## config.mk

```make
export PLATFORM = sky130hd
export DESIGN_NAME = smc_top
export DESIGN_NICKNAME = d
export VERILOG_FILES = /design/src/smc_pkg.sv /design/src/smc_in_if.sv /design/src/smc_inputs.sv /design/src/smc_top.sv
export VERILOG_INCLUDE_DIRS = /design/src
export SDC_FILE = /design/constraint.sdc
export NUM_CORES = 2
export LEC_CHECK = 0
export BUFFER_PORTS_ARGS = -buffer_cell sky130_fd_sc_hd__buf_2
export CORE_MARGIN = 2
export CORE_UTILIZATION = 45
export CTS_BUF_LIST = sky130_fd_sc_hd__clkbuf_2
export DETAILED_ROUTE_END_ITERATION = 8
export SETUP_SLACK_MARGIN = 0.1
export SLEW_MARGIN = 0
export SYNTH_ARGS = -nofsm -noshare
export SYNTH_HDL_FRONTEND = slang
export SYNTH_SLANG_ARGS = --single-unit
```

## constraint.sdc

```tcl
create_clock -name clock -period 31.4 [get_ports clock]
set_input_delay 1.57 -clock clock [delete_from_list [all_inputs] [get_ports clock]]
set_output_delay 1.57 -clock clock [all_outputs]
set_load 0.05 [all_outputs]
```

## src/smc_cfg.svh

```systemverilog
// Constants for the stepper motion configuration block
`ifndef SMC_CFG_SVH
`define SMC_CFG_SVH
// ****************************************************************
// Parameter indices on the configuration port
// ****************************************************************
`define SMC_IDX_ACC_CUR   4'h1
`define SMC_IDX_DEC_CUR   4'h2
`define SMC_IDX_HOLD_CUR  4'h3
`define SMC_IDX_RUN_CUR   4'h4
`define SMC_IDX_STEP_MODE 4'h5
`define SMC_IDX_ACC       4'h6
`define SMC_IDX_DEC       4'h7
`define SMC_IDX_MAX_SPD   4'h8
`define SMC_IDX_MIN_SPD   4'h9
`define SMC_IDX_FULL_SPD  4'hA
// ****************************************************************
// Ranges, values times one hundred
// ****************************************************************
`define SMC_ACC_MIN       32'h0000_05AF
`define SMC_ACC_MAX       32'h005A_ED58
`define SMC_ACC_RES       32'h0000_05AF
`define SMC_MAX_MIN       32'h0000_05F5
`define SMC_MAX_MAX       32'h0017_D1A8
`define SMC_SPD_RES       32'h0000_05F5
`define SMC_MIN_MAX       32'h0001_7D5E
`define SMC_FULL_MIN      32'h0000_02FB
`define SMC_FULL_MAX      32'h0017_D784
`define SMC_BYTE_MAX      32'h0000_00FF
// ****************************************************************
// Current scale: peak mA per LSB is 7.8 A / 100
// ****************************************************************
`define SMC_CUR_MA_LSB    15'h004E
`define SMC_RES_MAX       4'h4
`define SMC_ENC_SEL       4'h1
// ****************************************************************
// Reset values
// ****************************************************************
`define SMC_RST_CUR       32'h0000_0020
`define SMC_RST_STEP_MODE 32'h0000_0040
`define SMC_RST_ACC       32'h0000_B5E0
`define SMC_RST_MAX_SPD   32'h0001_86A0
`define SMC_RST_MIN_SPD   32'h0000_0000
`define SMC_RST_FULL_SPD  32'h0007_A120
// ****************************************************************
// Timing
// ****************************************************************
`define SMC_CLK_NS        5
`define SMC_RAMP_TICK_NS  1000000
`define SMC_RAMP_CYC      (`SMC_RAMP_TICK_NS / `SMC_CLK_NS)
`define SMC_US_TICK_NS    1000
`define SMC_US_CYC        (`SMC_US_TICK_NS / `SMC_CLK_NS)
`define SMC_RAMP_PER_S    32'd1000
`define SMC_STEP_THR      32'h05F5_E100
`endif

```

## src/smc_pkg.sv

```systemverilog
// Types for the stepper motion configuration block
package smc_pkg;
  typedef enum logic [3:0] {
    SMC_IDLE  = 4'h1,
    SMC_ACCEL = 4'h2,
    SMC_CONST = 4'h4,
    SMC_DECEL = 4'h8
  } smc_state_t;
  typedef enum logic [1:0] {
    SMC_CMD_OK = 2'h0, SMC_CMD_ERR = 2'h1, SMC_CMD_BUSY = 2'h2
  } smc_cmd_stat_t;
  typedef enum logic [1:0] {
    SMC_MOT_STOP = 2'h0, SMC_MOT_ACC = 2'h1,
    SMC_MOT_DEC  = 2'h2, SMC_MOT_CONST = 2'h3
  } smc_mot_stat_t;
  typedef enum logic [2:0] {
    SMC_OP_NOP = 3'h0, SMC_OP_HIZ = 3'h1, SMC_OP_STOP = 3'h2,
    SMC_OP_RUN = 3'h3, SMC_OP_MOVE = 3'h4
  } smc_op_t;
endpackage : smc_pkg

```

## src/smc_in_if.sv

```systemverilog
// Carrier between input conditioning and the motion core
`timescale 1ns/1ps
interface smc_in_if;
  logic [3:0]  level;
  logic [15:0] encCount;
  logic        encMode;
  modport prod (output level, output encCount, input encMode);
  modport cons (input level, input encCount, output encMode);
endinterface : smc_in_if

```

## src/smc_inputs.sv

```systemverilog
// Field input synchronisers and AB encoder counter
`timescale 1ns/1ps
module smc_inputs
  import smc_pkg::*;
(
  // Clock and reset
  input  wire logic       clock,
  input  wire logic       arst_n,
  // Field pins
  input  wire logic [3:0] fieldIn,
  // Core side
  smc_in_if.prod          inBus
);
  logic [3:0]  syncA;
  logic [3:0]  syncB;
  logic [1:0]  abOld;
  logic [15:0] count;
  logic [15:0] next_count;
  logic        step;
  logic        fwd;

  // ****************************************************************
  // Quadrature decode
  // ****************************************************************
  always_comb begin
    step       = (syncB[0] != abOld[0]) ^ (syncB[1] != abOld[1]);
    fwd        = syncB[0] ^ abOld[1];
    next_count = count;
    if (inBus.encMode && step) begin
      next_count = fwd ? count + 16'h0001 : count - 16'h0001;
    end
  end

  always_ff @(posedge clock or negedge arst_n) begin
    if (!arst_n) begin
      syncA <= 4'h0;
      syncB <= 4'h0;
      abOld <= 2'h0;
      count <= 16'h0000;
    end else begin
      syncA <= fieldIn;
      syncB <= syncA;
      abOld <= syncB[1:0];
      count <= next_count;
    end
  end

  assign inBus.level    = syncB;
  assign inBus.encCount = count;
endmodule : smc_inputs

```

## src/smc_top.sv

```systemverilog
// Stepper motion configuration and command core
// Function
// Current bytes scale to peak amperes as 7.8 times value over 100.
// Configuration writes are taken only while outputs are high impedance.
// Current write while driving forces the outputs into high impedance.
// Master must command high impedance before changing any parameter.
// Step-mode upper nibble selects full, half, 1/4, 1/8, 1/16 stepping.
// Step-mode lower nibble selects digital inputs or AB encoder.
// Rates span 14.55 to 59590 steps/s2 in 14.55 steps.
// Acceleration at 59590 means infinite acceleration, no ramp.
// Infinite acceleration ignores the deceleration rate.
// Maximum speed spans 15.25 to 15610 steps/s in 15.25 steps.
// Minimum speed spans 0 to 976.3 steps/s, resolution 0.238; the code clamps but keeps any value in 0.01 steps.
// Zero minimum speed enables low speed optimisation.
// Above full step speed threshold the drive switches to full step.
// Speeds and rates travel as unsigned integers, value times one hundred.
// After power-up report ready, motor neutral and unheld.
// Instant commands execute, then last status stays and position holds.
// Instant command mode and position table mode exist; the code has no table, and in posTableMode every command but NOP returns error.
// Four sink inputs: two digital or encoder, two hard stop.
// An active hard-stop input stops the motor.
// Command status 0 ok,1 error,2 busy; motion 0 to 3.
// Out of range speed or rate writes clamp to the nearest limit.
`timescale 1ns/1ps
`include "smc_cfg.svh"
module smc_top
  import smc_pkg::*;
#(
  parameter int unsigned RAMP_CYCLES = `SMC_RAMP_CYC
)
(
  // Clock and reset
  input  wire  logic        clock,
  input  wire  logic        arst_n,
  // Configuration port
  input  wire  logic        cfgWrEn,
  input  wire  logic [3:0]  cfgIndex,
  input  wire  logic [31:0] cfgData,
  // Command port
  input  wire  logic        cmdValid,
  input  wire  logic [2:0]  cmdCode,
  input  wire  logic        cmdFwd,
  input  wire  logic [23:0] cmdSteps,
  input  wire  logic        posTableMode,
  // Field inputs
  input  wire  logic [3:0]  fieldIn,
  // Status
  output logic              ready,
  output logic              hiZ,
  output logic              busy,
  output logic              dirFwd,
  output logic [1:0]        cmdStatus,
  output logic [1:0]        motStatus,
  output logic              cfgReject,
  // Drive
  output logic              stepPulse,
  output logic              fullStep,
  output logic [2:0]        stepRes,
  output logic [7:0]        phaseCur,
  output logic [14:0]       phaseCurMa,
  output logic              lowSpeedOpt,
  output logic              infiniteAcc,
  // Input image
  output logic              encMode,
  output logic [3:0]        diLevel,
  output logic [15:0]       encCount
);
  localparam int unsigned US_CYCLES = `SMC_US_CYC;

  smc_in_if inBus ();

  smc_inputs u_inputs (
    .clock   (clock),
    .arst_n  (arst_n),
    .fieldIn (fieldIn),
    .inBus   (inBus)
  );

  // ****************************************************************
  // Parameter store
  // ****************************************************************
  logic [31:0] prm      [1:10];
  logic [31:0] next_prm [1:10];
  logic        next_cfgReject;
  logic        forceHiz;
  logic        curIdx;
  logic        idxOk;

  function automatic logic [31:0] clampParam(input logic [3:0]  idx,
                                             input logic [31:0] v);
    logic [31:0] r;
    begin
      r = v;
      case (idx)
        `SMC_IDX_ACC, `SMC_IDX_DEC: begin
          r = (v < `SMC_ACC_MIN) ? `SMC_ACC_MIN :
              (v > `SMC_ACC_MAX) ? `SMC_ACC_MAX : v;
          if (r != `SMC_ACC_MAX) r = r - (r % `SMC_ACC_RES);
        end
        `SMC_IDX_MAX_SPD: begin
          r = (v < `SMC_MAX_MIN) ? `SMC_MAX_MIN :
              (v > `SMC_MAX_MAX) ? `SMC_MAX_MAX : v;
          if (r != `SMC_MAX_MAX) r = r - (r % `SMC_SPD_RES);
        end
        `SMC_IDX_MIN_SPD: begin
          r = (v > `SMC_MIN_MAX) ? `SMC_MIN_MAX : v;
        end
        `SMC_IDX_FULL_SPD: begin
          r = (v < `SMC_FULL_MIN) ? `SMC_FULL_MIN :
              (v > `SMC_FULL_MAX) ? `SMC_FULL_MAX : v;
        end
        default: begin
          r = (v > `SMC_BYTE_MAX) ? `SMC_BYTE_MAX : v;
        end
      endcase
      clampParam = r;
    end
  endfunction : clampParam

  always_comb begin
    next_prm       = prm;
    curIdx         = (cfgIndex >= `SMC_IDX_ACC_CUR) &&
                     (cfgIndex <= `SMC_IDX_RUN_CUR);
    idxOk          = (cfgIndex >= `SMC_IDX_ACC_CUR) &&
                     (cfgIndex <= `SMC_IDX_FULL_SPD);
    next_cfgReject = cfgWrEn && !hiZ;
    forceHiz       = cfgWrEn && !hiZ && curIdx;
    if (cfgWrEn && hiZ && idxOk) begin
      next_prm[cfgIndex] = clampParam(cfgIndex, cfgData);
    end
  end

  always_ff @(posedge clock or negedge arst_n) begin
    if (!arst_n) begin
      for (int i = 1; i <= 4; i++) prm[i] <= `SMC_RST_CUR;
      prm[5]    <= `SMC_RST_STEP_MODE;
      prm[6]    <= `SMC_RST_ACC;
      prm[7]    <= `SMC_RST_ACC;
      prm[8]    <= `SMC_RST_MAX_SPD;
      prm[9]    <= `SMC_RST_MIN_SPD;
      prm[10]   <= `SMC_RST_FULL_SPD;
      cfgReject <= 1'b0;
    end else begin
      prm       <= next_prm;
      cfgReject <= next_cfgReject;
    end
  end

  // ****************************************************************
  // Motion engine
  // ****************************************************************
  smc_state_t  state;
  smc_state_t  next_state;
  logic [31:0] speed, next_speed, stepAcc, next_stepAcc;
  logic [23:0] remain, next_remain, accSteps, next_accSteps;
  logic [17:0] rampCnt, next_rampCnt;
  logic [7:0]  usCnt, next_usCnt;
  logic        moveMode, next_moveMode;
  logic        next_hiZ, next_busy, next_dirFwd, next_stepPulse;
  logic [1:0]  next_cmdStatus, next_motStatus;
  logic        next_fullStep, next_lowSpeedOpt, next_infiniteAcc;
  logic [2:0]  next_stepRes;
  logic [7:0]  next_phaseCur;
  logic        rampTick, usTick, hardStop, infAcc, startOk;
  logic [31:0] accDelta, decDelta, maxSpd, minSpd;

  always_comb begin
    next_state     = state;
    next_speed     = speed;
    next_stepAcc   = stepAcc;
    next_remain    = remain;
    next_accSteps  = accSteps;
    next_moveMode  = moveMode;
    next_hiZ       = hiZ;
    next_busy      = busy;
    next_dirFwd    = dirFwd;
    next_cmdStatus = cmdStatus;
    next_stepPulse = 1'b0;
    rampTick       = (rampCnt == 18'(RAMP_CYCLES - 1));
    usTick         = (usCnt == 8'(US_CYCLES - 1));
    next_rampCnt   = rampTick ? 18'h00000 : rampCnt + 18'h00001;
    next_usCnt     = usTick ? 8'h00 : usCnt + 8'h01;
    hardStop       = inBus.level[2] || inBus.level[3];
    infAcc         = (prm[6] == `SMC_ACC_MAX);
    accDelta       = prm[6] / `SMC_RAMP_PER_S;
    decDelta       = prm[7] / `SMC_RAMP_PER_S;
    maxSpd         = prm[8];
    minSpd         = prm[9];
    startOk        = !posTableMode && !hardStop;
    // Ramp
    if (rampTick) begin
      case (state)
        SMC_ACCEL: begin
          if (infAcc || speed + accDelta >= maxSpd) begin
            next_speed = maxSpd;
            next_state = SMC_CONST;
          end else begin
            next_speed = speed + accDelta;
          end
        end
        SMC_DECEL: begin
          if (infAcc || speed <= decDelta + minSpd) begin
            next_speed     = 32'h0;
            next_state     = SMC_IDLE;
            next_busy      = 1'b0;
            next_cmdStatus = SMC_CMD_OK;
          end else begin
            next_speed = speed - decDelta;
          end
        end
        default: begin
        end
      endcase
    end
    // Step generation
    if (usTick && state != SMC_IDLE) begin
      next_stepAcc = stepAcc + speed;
      if (next_stepAcc >= `SMC_STEP_THR) begin
        next_stepAcc   = next_stepAcc - `SMC_STEP_THR;
        next_stepPulse = 1'b1;
        next_remain    = remain - 24'h000001;
        if (state == SMC_ACCEL) next_accSteps = accSteps + 24'h000001;
        if (moveMode && remain == 24'h000001) begin
          next_state     = SMC_IDLE;
          next_speed     = 32'h0;
          next_busy      = 1'b0;
          next_cmdStatus = SMC_CMD_OK;
        end
      end
    end
    if (moveMode && !infAcc && next_remain <= accSteps &&
        (state == SMC_ACCEL || state == SMC_CONST)) begin
      next_state = SMC_DECEL;
    end
    // Instant commands
    if (cmdValid && cmdCode != SMC_OP_NOP) begin
      if (posTableMode) begin
        next_cmdStatus = SMC_CMD_ERR;
      end else begin
        case (cmdCode)
          SMC_OP_HIZ: begin
            next_state     = SMC_IDLE;
            next_speed     = 32'h0;
            next_hiZ       = 1'b1;
            next_busy      = 1'b0;
            next_cmdStatus = SMC_CMD_OK;
          end
          SMC_OP_STOP: begin
            if (state != SMC_IDLE) begin
              next_state = infAcc ? SMC_IDLE : SMC_DECEL;
              next_speed = infAcc ? 32'h0 : speed;
              next_busy  = !infAcc;
            end
            next_moveMode  = 1'b0;
            next_hiZ       = 1'b0;
            next_cmdStatus = infAcc || state == SMC_IDLE ?
                             SMC_CMD_OK : SMC_CMD_BUSY;
          end
          SMC_OP_RUN, SMC_OP_MOVE: begin
            if (startOk && !(cmdCode == SMC_OP_MOVE && cmdSteps == 24'h0))
            begin
              next_hiZ       = 1'b0;
              next_busy      = 1'b1;
              next_dirFwd    = cmdFwd;
              next_moveMode  = (cmdCode == SMC_OP_MOVE);
              next_remain    = cmdSteps;
              next_accSteps  = 24'h000000;
              next_stepAcc   = 32'h0;
              next_cmdStatus = SMC_CMD_BUSY;
              next_state     = infAcc ? SMC_CONST : SMC_ACCEL;
              next_speed     = infAcc ? maxSpd :
                               (speed > minSpd ? speed : minSpd);
            end else begin
              next_cmdStatus = SMC_CMD_ERR;
            end
          end
          default: begin
            next_cmdStatus = SMC_CMD_ERR;
          end
        endcase
      end
    end
    if (hardStop && state != SMC_IDLE) begin
      next_state     = SMC_IDLE;
      next_speed     = 32'h0;
      next_busy      = 1'b0;
      next_cmdStatus = SMC_CMD_ERR;
    end
    if (forceHiz) begin
      next_state = SMC_IDLE;
      next_speed = 32'h0;
      next_hiZ   = 1'b1;
      next_busy  = 1'b0;
    end
    case (next_state)
      SMC_ACCEL: next_motStatus = SMC_MOT_ACC;
      SMC_DECEL: next_motStatus = SMC_MOT_DEC;
      SMC_CONST: next_motStatus = SMC_MOT_CONST;
      default:   next_motStatus = SMC_MOT_STOP;
    endcase
    next_fullStep    = (next_speed > prm[10]);
    next_lowSpeedOpt = (prm[9] == 32'h0);
    next_infiniteAcc = infAcc;
    next_stepRes     = (prm[5][7:4] > `SMC_RES_MAX) ? 3'(`SMC_RES_MAX) :
                       prm[5][6:4];
    case (next_state)
      SMC_ACCEL: next_phaseCur = prm[1][7:0];
      SMC_DECEL: next_phaseCur = prm[2][7:0];
      SMC_CONST: next_phaseCur = prm[4][7:0];
      default:   next_phaseCur = next_hiZ ? 8'h00 : prm[3][7:0];
    endcase
  end

  assign inBus.encMode = encMode;

  always_ff @(posedge clock or negedge arst_n) begin
    if (!arst_n) begin
      state       <= SMC_IDLE;
      speed       <= 32'h0;
      stepAcc     <= 32'h0;
      remain      <= 24'h000000;
      accSteps    <= 24'h000000;
      moveMode    <= 1'b0;
      rampCnt     <= 18'h00000;
      usCnt       <= 8'h00;
      ready       <= 1'b0;
      hiZ         <= 1'b1;
      busy        <= 1'b0;
      dirFwd      <= 1'b1;
      cmdStatus   <= SMC_CMD_OK;
      motStatus   <= SMC_MOT_STOP;
      stepPulse   <= 1'b0;
      fullStep    <= 1'b0;
      stepRes     <= 3'h0;
      phaseCur    <= 8'h00;
      phaseCurMa  <= 15'h0000;
      lowSpeedOpt <= 1'b0;
      infiniteAcc <= 1'b0;
      encMode     <= 1'b0;
      diLevel     <= 4'h0;
      encCount    <= 16'h0000;
    end else begin
      state       <= next_state;
      speed       <= next_speed;
      stepAcc     <= next_stepAcc;
      remain      <= next_remain;
      accSteps    <= next_accSteps;
      moveMode    <= next_moveMode;
      rampCnt     <= next_rampCnt;
      usCnt       <= next_usCnt;
      ready       <= 1'b1;
      hiZ         <= next_hiZ;
      busy        <= next_busy;
      dirFwd      <= next_dirFwd;
      cmdStatus   <= next_cmdStatus;
      motStatus   <= next_motStatus;
      stepPulse   <= next_stepPulse;
      fullStep    <= next_fullStep;
      stepRes     <= next_stepRes;
      phaseCur    <= next_phaseCur;
      phaseCurMa  <= 15'(next_phaseCur) * `SMC_CUR_MA_LSB;
      lowSpeedOpt <= next_lowSpeedOpt;
      infiniteAcc <= next_infiniteAcc;
      encMode     <= (prm[5][3:0] == `SMC_ENC_SEL);
      diLevel     <= inBus.level;
      encCount    <= inBus.encCount;
    end
  end
endmodule : smc_top

```

Word-level counts from Yosys, hierarchy flattened
Index checks and enable logic that the tools add are counted.
{"block": "totals", "register_bits": 548, "output_inout_bits": 60, "wordCells": 253}
{"block": "classes", "reduce_logical": 36, "order_cmp": 20, "n_addsub": 13, "n_eq_ne": 27, "muxes": 109, "bitwise": 4, "mul": 1, "div_mod_pow": 4}
{"op": "$mux 32", "count": 33}
{"op": "$bwmux 320", "count": 1}
{"op": "$mux 24", "count": 13}
{"op": "$demux 32 s4", "count": 1}
{"op": "$pmux 32 s4", "count": 1}
{"op": "$add 32x32->32", "count": 3}
{"op": "$pmux 32 s3", "count": 1}
{"op": "$sub 32x32->32", "count": 3}
{"op": "$div 32x10->32 const B", "count": 2}
{"op": "$gt 32x21->1 const B", "count": 2}
{"op": "$gt 32x32->1", "count": 2}
{"op": "$lt 32x11->1 const B", "count": 2}
{"op": "$mod 32x11->32 const B", "count": 2}
{"op": "$pmux 32 s2", "count": 1}
{"op": "$mux 4", "count": 14}
{"op": "$eq 32x23->1 const B", "count": 1}
{"op": "$ge 32x27->1 const B", "count": 1}
{"op": "$ge 32x32->1", "count": 1}
{"op": "$gt 32x17->1 const B", "count": 1}
{"op": "$gt 32x23->1 const B", "count": 1}
{"op": "$gt 32x8->1 const B", "count": 1}
{"op": "$le 32x32->1", "count": 1}
{"op": "$logic_not 32->1", "count": 1}
{"op": "$lt 32x10->1 const B", "count": 1}
{"op": "53 further kinds", "count": 124}

Longest topological paths before layout
{"block": "depth", "ltp_word": 20, "ltp_mapped": 141, "mapped_depth_nobuf": 129}

Cells and area by module
A second synthesis with hierarchy kept.
{"block": "hier_totals", "cells_unflattened": 7281, "hier_area_um2": 53709.0}
{"module": "smc_top", "area_each_um2": 52297.7, "instances": 1, "cells_each": 7137}
{"module": "smc_inputs", "area_each_um2": 1411.4, "instances": 1, "cells_each": 144}

Worst setup path before layout
Ideal clock, no wire load.
{"block": "synth_path", "path_kind": "register to register", "start": "reg prm[156] (netlist name)", "end": "reg phaseCurMa[14]", "stages_incl_launch_ff": 126, "period_less_slack_ns": 27.949, "slack_ns": 3.451, "arrival_ns": 27.809, "path_buffers": 8, "path_cell_list": "dfrtp_1 -> buf_6 -> o2111ai_1 -> or3b_1 -> a2111oi_4 -> o21ai_2 -> nand2_4 -> mux2i_1 -> nor2_1 -> a41o_1 -> a311oi_1 -> buf_4 -> mux2_2 -> a211o_4 -> a41o_1 -> a31o_2 -> a221o_1 -> buf_4 -> [... 90 more ...] -> a221oi_1 -> inv_1 -> fa_1 -> ha_1 -> inv_1 -> fa_1 -> inv_1 -> ha_1 -> inv_1 -> nor2_1 -> nor2_1 -> o21bai_1 -> a21oi_1 -> o21bai_1 -> a21oi_1 -> inv_1 -> a21oi_1 -> nor2_1"}
{"block": "synth_between", "elab_chain_cells": 20, "word_cells_on_any_way": 32, "classes_between": "1 x add/sub; 1 x mul; 1 x div; 1 x order compare; 4 x eq/ne; 18 x mux; 6 x reduce/logical"}
{"element": "start: declaration", "line_no": "smc_top.sv:82", "text": "logic [31:0] prm [1:10];"}
{"element": "start signal: assignment", "line_no": "smc_top.sv:144", "text": "prm <= next_prm;"}
{"element": "$div 32x10->32 (no line)"}
{"element": "$add 32x32->32", "line_no": "smc_top.sv:194", "text": "if (infAcc || speed + accDelta >= maxSpd) begin"}
{"element": "$ge 32x32->1", "line_no": "smc_top.sv:194"}
{"element": "$logic_or 1x1->1", "line_no": "smc_top.sv:194"}
{"element": "$mux 4", "line_no": "smc_top.sv:194"}
{"element": "$pmux 4 s2", "line_no": "smc_top.sv:192", "text": "case (state)"}
{"element": "$mux 4", "line_no": "smc_top.sv:191", "text": "if (rampTick) begin"}
{"element": "$mux 4", "line_no": "smc_top.sv:223", "text": "if (moveMode && remain == 24'h000001) begin"}
{"element": "[... 5 more ...]"}
{"element": "$mux 4", "line_no": "smc_top.sv:237", "text": "if (posTableMode) begin"}
{"element": "$mux 4 *", "line_no": "smc_top.sv:236", "text": "if (cmdValid && cmdCode != SMC_OP_NOP) begin"}
{"element": "$mux 4 *", "line_no": "smc_top.sv:283", "text": "if (hardStop && state != SMC_IDLE) begin"}
{"element": "$mux 4 *", "line_no": "smc_top.sv:289", "text": "if (forceHiz) begin"}
{"element": "$eq 4x3->1 (tied with other cells)", "line_no": "smc_top.sv:306", "text": "case (next_state)"}
{"element": "$pmux 8 s3 *", "line_no": "smc_top.sv:306"}
{"element": "net next_phaseCur[5]", "line_no": "smc_top.sv:163", "text": "logic [7:0] next_phaseCur;"}
{"element": "$mul 8x6->14 (no line) *"}
{"element": "end signal: assignment", "line_no": "smc_top.sv:361", "text": "phaseCurMa <= 15'(next_phaseCur) * `SMC_CUR_MA_LSB;"}
{"element": "end: declaration", "line_no": "smc_top.sv:60", "text": "output logic [14:0] phaseCurMa,"}
The timed path passes the listed nets; every way through them passes the cells marked *.
A chain may end at the register's enable or synchronous reset.

Worst setup path after layout
{"block": "layout_path", "start": "reg prm[155] (netlist name)", "end": "reg phaseCurMa[13]"}
{"block": "layout_between", "elab_chain_cells": 20, "word_cells_on_any_way": 32, "classes_between": "1 x add/sub; 1 x mul; 1 x div; 1 x order compare; 4 x eq/ne; 18 x mux; 6 x reduce/logical"}
{"element": "$div 32x10->32 (no line)"}
{"element": "$add 32x32->32", "line_no": "smc_top.sv:194"}
{"element": "$ge 32x32->1", "line_no": "smc_top.sv:194"}
{"element": "$logic_or 1x1->1", "line_no": "smc_top.sv:194"}
{"element": "$mux 4", "line_no": "smc_top.sv:194"}
{"element": "$pmux 4 s2", "line_no": "smc_top.sv:192"}
{"element": "$mux 4", "line_no": "smc_top.sv:191"}
{"element": "$mux 4", "line_no": "smc_top.sv:223"}
{"element": "[... 6 more ...]"}
{"element": "$mux 4 *", "line_no": "smc_top.sv:236"}
{"element": "$mux 4 *", "line_no": "smc_top.sv:283"}
{"element": "$mux 4 *", "line_no": "smc_top.sv:289"}
{"element": "net next_state[1]", "line_no": "smc_top.sv:153", "text": "smc_state_t next_state;"}
{"element": "$eq 4x3->1 (tied with other cells)", "line_no": "smc_top.sv:306"}
{"element": "$pmux 8 s3 *", "line_no": "smc_top.sv:306"}
{"element": "net next_phaseCur[3]", "line_no": "smc_top.sv:163"}
{"element": "$mul 8x6->14 (no line) *"}
Marked as above.

==> run_results.csv <==
group,metric,value,unit
clock_network,clkSlewWorstSetupHoldPaths,0.11,ns
synth,netlist_area,54700,um2
sta,rsz_0062_raised_after_global_routing,"false",
synth,synth.most_common_cell,"sky130_fd_sc_hd__nor2_1",
drt,routed_wirelength,180300,um
sta,finish_stage_setup_viols,0,
clock_network,ctsHoldBuffers,0,
clock_network,cts_tree,"done",
drt,first_drt_pass_iteration_count,6,
critical_path,critPathArrivalTime,30.48,ns
synth,synth.avg_cell_area,7.508,um2
drt,dr_total_vias,55532,
synth,synth_top_area_share,17.61,%
placed_design,dp_hpwl,139100,um
sta,finalHoldWorstSlack,0.1596,ns
critical_path,critical_path_class,"reg -> reg",
critical_path,critical_path.max_fanout,15,
synth,synth_top_cells_by_area,"sky130_fd_sc_hd__dfrtp_1 18%, sky130_fd_sc_hd__ha_1 8.2%, sky130_fd_sc_hd__xnor2_1 6.5%",
global_routing,groute.usage.overall,27.80,%
synth,synth_adder_area_share,9.355,%
critical_path,endpoint_kind,"register",
layout,syn2layout_area_growth,6.983,%
sta,fmaxAchievable,0.03420,GHz
synth,synth_ff_type,"sky130_fd_sc_hd__dfrtp_1",
critical_path,cp-start-kind,"register",
clock_network,numClockSinks,422,
critical_path,crit-reg2reg-capture,"phaseCurMa[13]",
sta,tns,0,ns
worst_hold_path,hold_path.class,"in -> async",
critical_path,slowest_stage,"sky130_fd_sc_hd__dfrtp_2",
placed_design,routabilityCongestion,0.9526,
sta,tightestPinTransition,1.266,ns
global_routing,grt_max_degree,121,
clock_network,clkLatencyLatePin,1.46,ns
synth,syn_inst,7286,
layout,utilization,48.65,%
synth,post_synth_top_area_cell,"sky130_fd_sc_hd__dfrtp_1",
clock_network,max-clock-path-buffers,3,
critical_path,worst-endpoint-required,32.64,ns
sta,slew_viol_final,0,
sta,period_share,93.12,%
critical_path,worstReg2RegStart,"prm[155]",
run_status,run_status,"completed",
critical_path,path_common_cell,"sky130_fd_sc_hd__a21oi_1",
drt,avgRoutedWirePerCell,19.92,um
synth,yosys_cell_types,160,
synth,number_of_enable_type_register_cells_in_the_synthesized_netlist,0,
die,placement_rows,127,
die,die_width,352.7,um
synth,synth.yosys.warnings,0,
synth,yosys.area_share.xor_xnor,8.804,%
placed_design,io_buffers,131,
layout,drive_above_1_share,11.82,%
drt,postRouteAntennaNets,0,
critical_path,worst_r2r_path_depth,123,
synth,synth_async_sr_flop_share,100.0,%
global_routing,antenna_found_initial,5,
die,die_height,352.7,um
layout,nets,7792,
critical_path,path_buf_inv,12,
critical_path,r2r_setup_slack,2.16,ns
synth,synth_top_family_by_area,"compound AO/OA/AOI/OAI gates",
clock_network,cts.root.buffer_cell,"sky130_fd_sc_hd__clkbuf_2",
drt,first_iter_violations,4571,
synth,synth-simple-area-share,23.66,%
die,die-area,124400,um2
die,io_pins,133,
synth,synth_sequential_area_ratio,19.39,%
clock_network,htree_num_levels,3,
global_routing,gr-total-overflow,0,
sta,finalWorstPathRequiredPeriod,29.24,ns
drt,avgViaCountPerCell,6.135,
critical_path,crit_path_max_incr_delay,0.54,ns
synth,post_synthesis_register_bit_count,422,
layout,finalInstanceArea,58520,um2
die,core_footprint,120300,um2
global_routing,vias_in_the_first_global_route,51635,
drt,drc_errors,0,
critical_path,category_of_cells_accounting_for_the_largest_share_of_critical_path_delay,"compound AO/OA/AOI/OAI gates",
sta,timing.max_slew.rel_slack,15.57,%
global_routing,grt_pass1_wl,284600,um
synth,synth_compound_area_share,28.90,%
sta,hold_viol_final,0,
synth,synth_common_cells,"717 x sky130_fd_sc_hd__nor2_1, 676 x sky130_fd_sc_hd__nand2_1, 582 x sky130_fd_sc_hd__a21oi_1",
sta,skew,0.1626,ns
placed_design,detailed_place.area,56940,um2
layout,fillerInstances,12085,
clock_network,tritoncts.num_buffers,115,
synth,yosys-mux-area-fraction,4.405,%
job,maxCapViolations,0,
die,initial_utilization,45.48,%
[state kept, by name, summed over array words and instances, names as in the netlist, 8 cells and up]
name / flops
maxSpd: 32
phaseCur: 8
encCount: 16
speed: 32
remain: 24
rampCnt: 18
prm: 133
accSteps: 24
minSpd: 32
u_inputs.inBus.encCount: 16
phaseCurMa: 13
usCnt: 8
stepAcc: 32
[how the worst max path moves through the flow]
| stage | cells past startpoint | endpoint | from | slack [ns] |
|---|---|---|---|---|
| after floorplan | 125 | phaseCurMa[14] | prm[156] | 3.45 |
| after global placement | 117 | phaseCurMa[14] | prm[127] | 0.30 |
| after detailed placement | 117 | phaseCurMa[14] | prm[127] | 0.05 |
| after CTS | 118 | phaseCurMa[13] | prm[127] | 0.22 |
| after global routing | 124 | phaseCurMa[14] | prm[155] | 0.09 |
| final | 123 | phaseCurMa[13] | prm[155] | 2.16 |
[per-stage QoR]
stage | instances | setup WS, ns
detailed placement | 8825 | 0.05490
floorplan | 7305 | 3.451
CTS | 9038 | 0.2220
finish | 9052 | 2.161
global placement | 8825 | 0.3046
global route | 9052 | 0.09419
[cells in the final DEF, fill, tap and decap left out, types with 46 or more instances in the layout]
cell / netlist / routed
sky130_fd_sc_hd__nor2_1: 717 / 710
sky130_fd_sc_hd__nand2_1: 676 / 675
sky130_fd_sc_hd__a21oi_1: 582 / 579
sky130_fd_sc_hd__o21ai_0: 439 / 433
sky130_fd_sc_hd__inv_1: 415 / 415
sky130_fd_sc_hd__xnor2_1: 403 / 402
sky130_fd_sc_hd__dfrtp_1: 385 / 374
sky130_fd_sc_hd__ha_1: 360 / 360
sky130_fd_sc_hd__nor3_1: 219 / 211
sky130_fd_sc_hd__nand3_1: 208 / 206
sky130_fd_sc_hd__clkbuf_2: 0 / 181
sky130_fd_sc_hd__a21o_1: 140 / 140
sky130_fd_sc_hd__buf_2: 44 / 131
sky130_fd_sc_hd__xor2_1: 122 / 121
sky130_fd_sc_hd__nand4_1: 112 / 112
sky130_fd_sc_hd__mux2i_1: 118 / 110
sky130_fd_sc_hd__nand2b_1: 100 / 99
sky130_fd_sc_hd__buf_4: 9 / 98
sky130_fd_sc_hd__o21bai_1: 95 / 95
sky130_fd_sc_hd__mux2_2: 87 / 87
sky130_fd_sc_hd__and2_1: 84 / 84
sky130_fd_sc_hd__nor4_1: 84 / 80
sky130_fd_sc_hd__nor2b_1: 78 / 78
sky130_fd_sc_hd__a211oi_1: 79 / 78
sky130_fd_sc_hd__o211ai_1: 76 / 76
sky130_fd_sc_hd__and3_1: 70 / 70
sky130_fd_sc_hd__or3_1: 66 / 66
sky130_fd_sc_hd__a31oi_1: 68 / 64
sky130_fd_sc_hd__o21ai_1: 57 / 61
sky130_fd_sc_hd__o21a_1: 61 / 60
sky130_fd_sc_hd__o22ai_1: 58 / 57
sky130_fd_sc_hd__a22oi_1: 55 / 54
sky130_fd_sc_hd__o31ai_1: 46 / 46
[per-layer routing]
layer	share of wire [%]	up-vias	GRT usage [%]
li1	-	26960	-
met1	44	26502	36.82
met2	47	1742	46.39
met3	5.3	326	2.831
met4	3.7	2	10.86
met5	0.0061	-	0
[final cells by class]
type	count	area [um2]	share of cell area [%]
Multi-Input combinational cell	6129	41690	71.24
Sequential cell	422	10620	18.15
Tap cell	1612	2017	3.446
Inverter	443	1675	2.863
Timing Repair Buffer	230	1406	2.403
Clock buffer	181	905.9	1.548
Clock inverter	32	201.4	0.3442
Antenna cell	3	7.507	0.01283
[logic make-up (layout without fill, tap and decap cells)]
group	Yosys count	after routing
DFF	422	422
other	2	24
AOI/OAI and AO/OA	2309	2309
xor gates and xnor gates	537	537
muxes	222	222
buffers and inverters	754	886
adders and majority gates	403	403
and+or+nand+nor	2637	2637
[timing repair]
action,in CTS,in global routing
endpoints found under the setup margin,2,15
pin swaps,0,4
hold endpoints to repair,0,0
gates cloned,0,0
resized for setup,2,78
buffers inserted,0,10
Power is not shown: default switching activity piles up to over one toggle a cycle in this logic, so the estimate is an artifact.
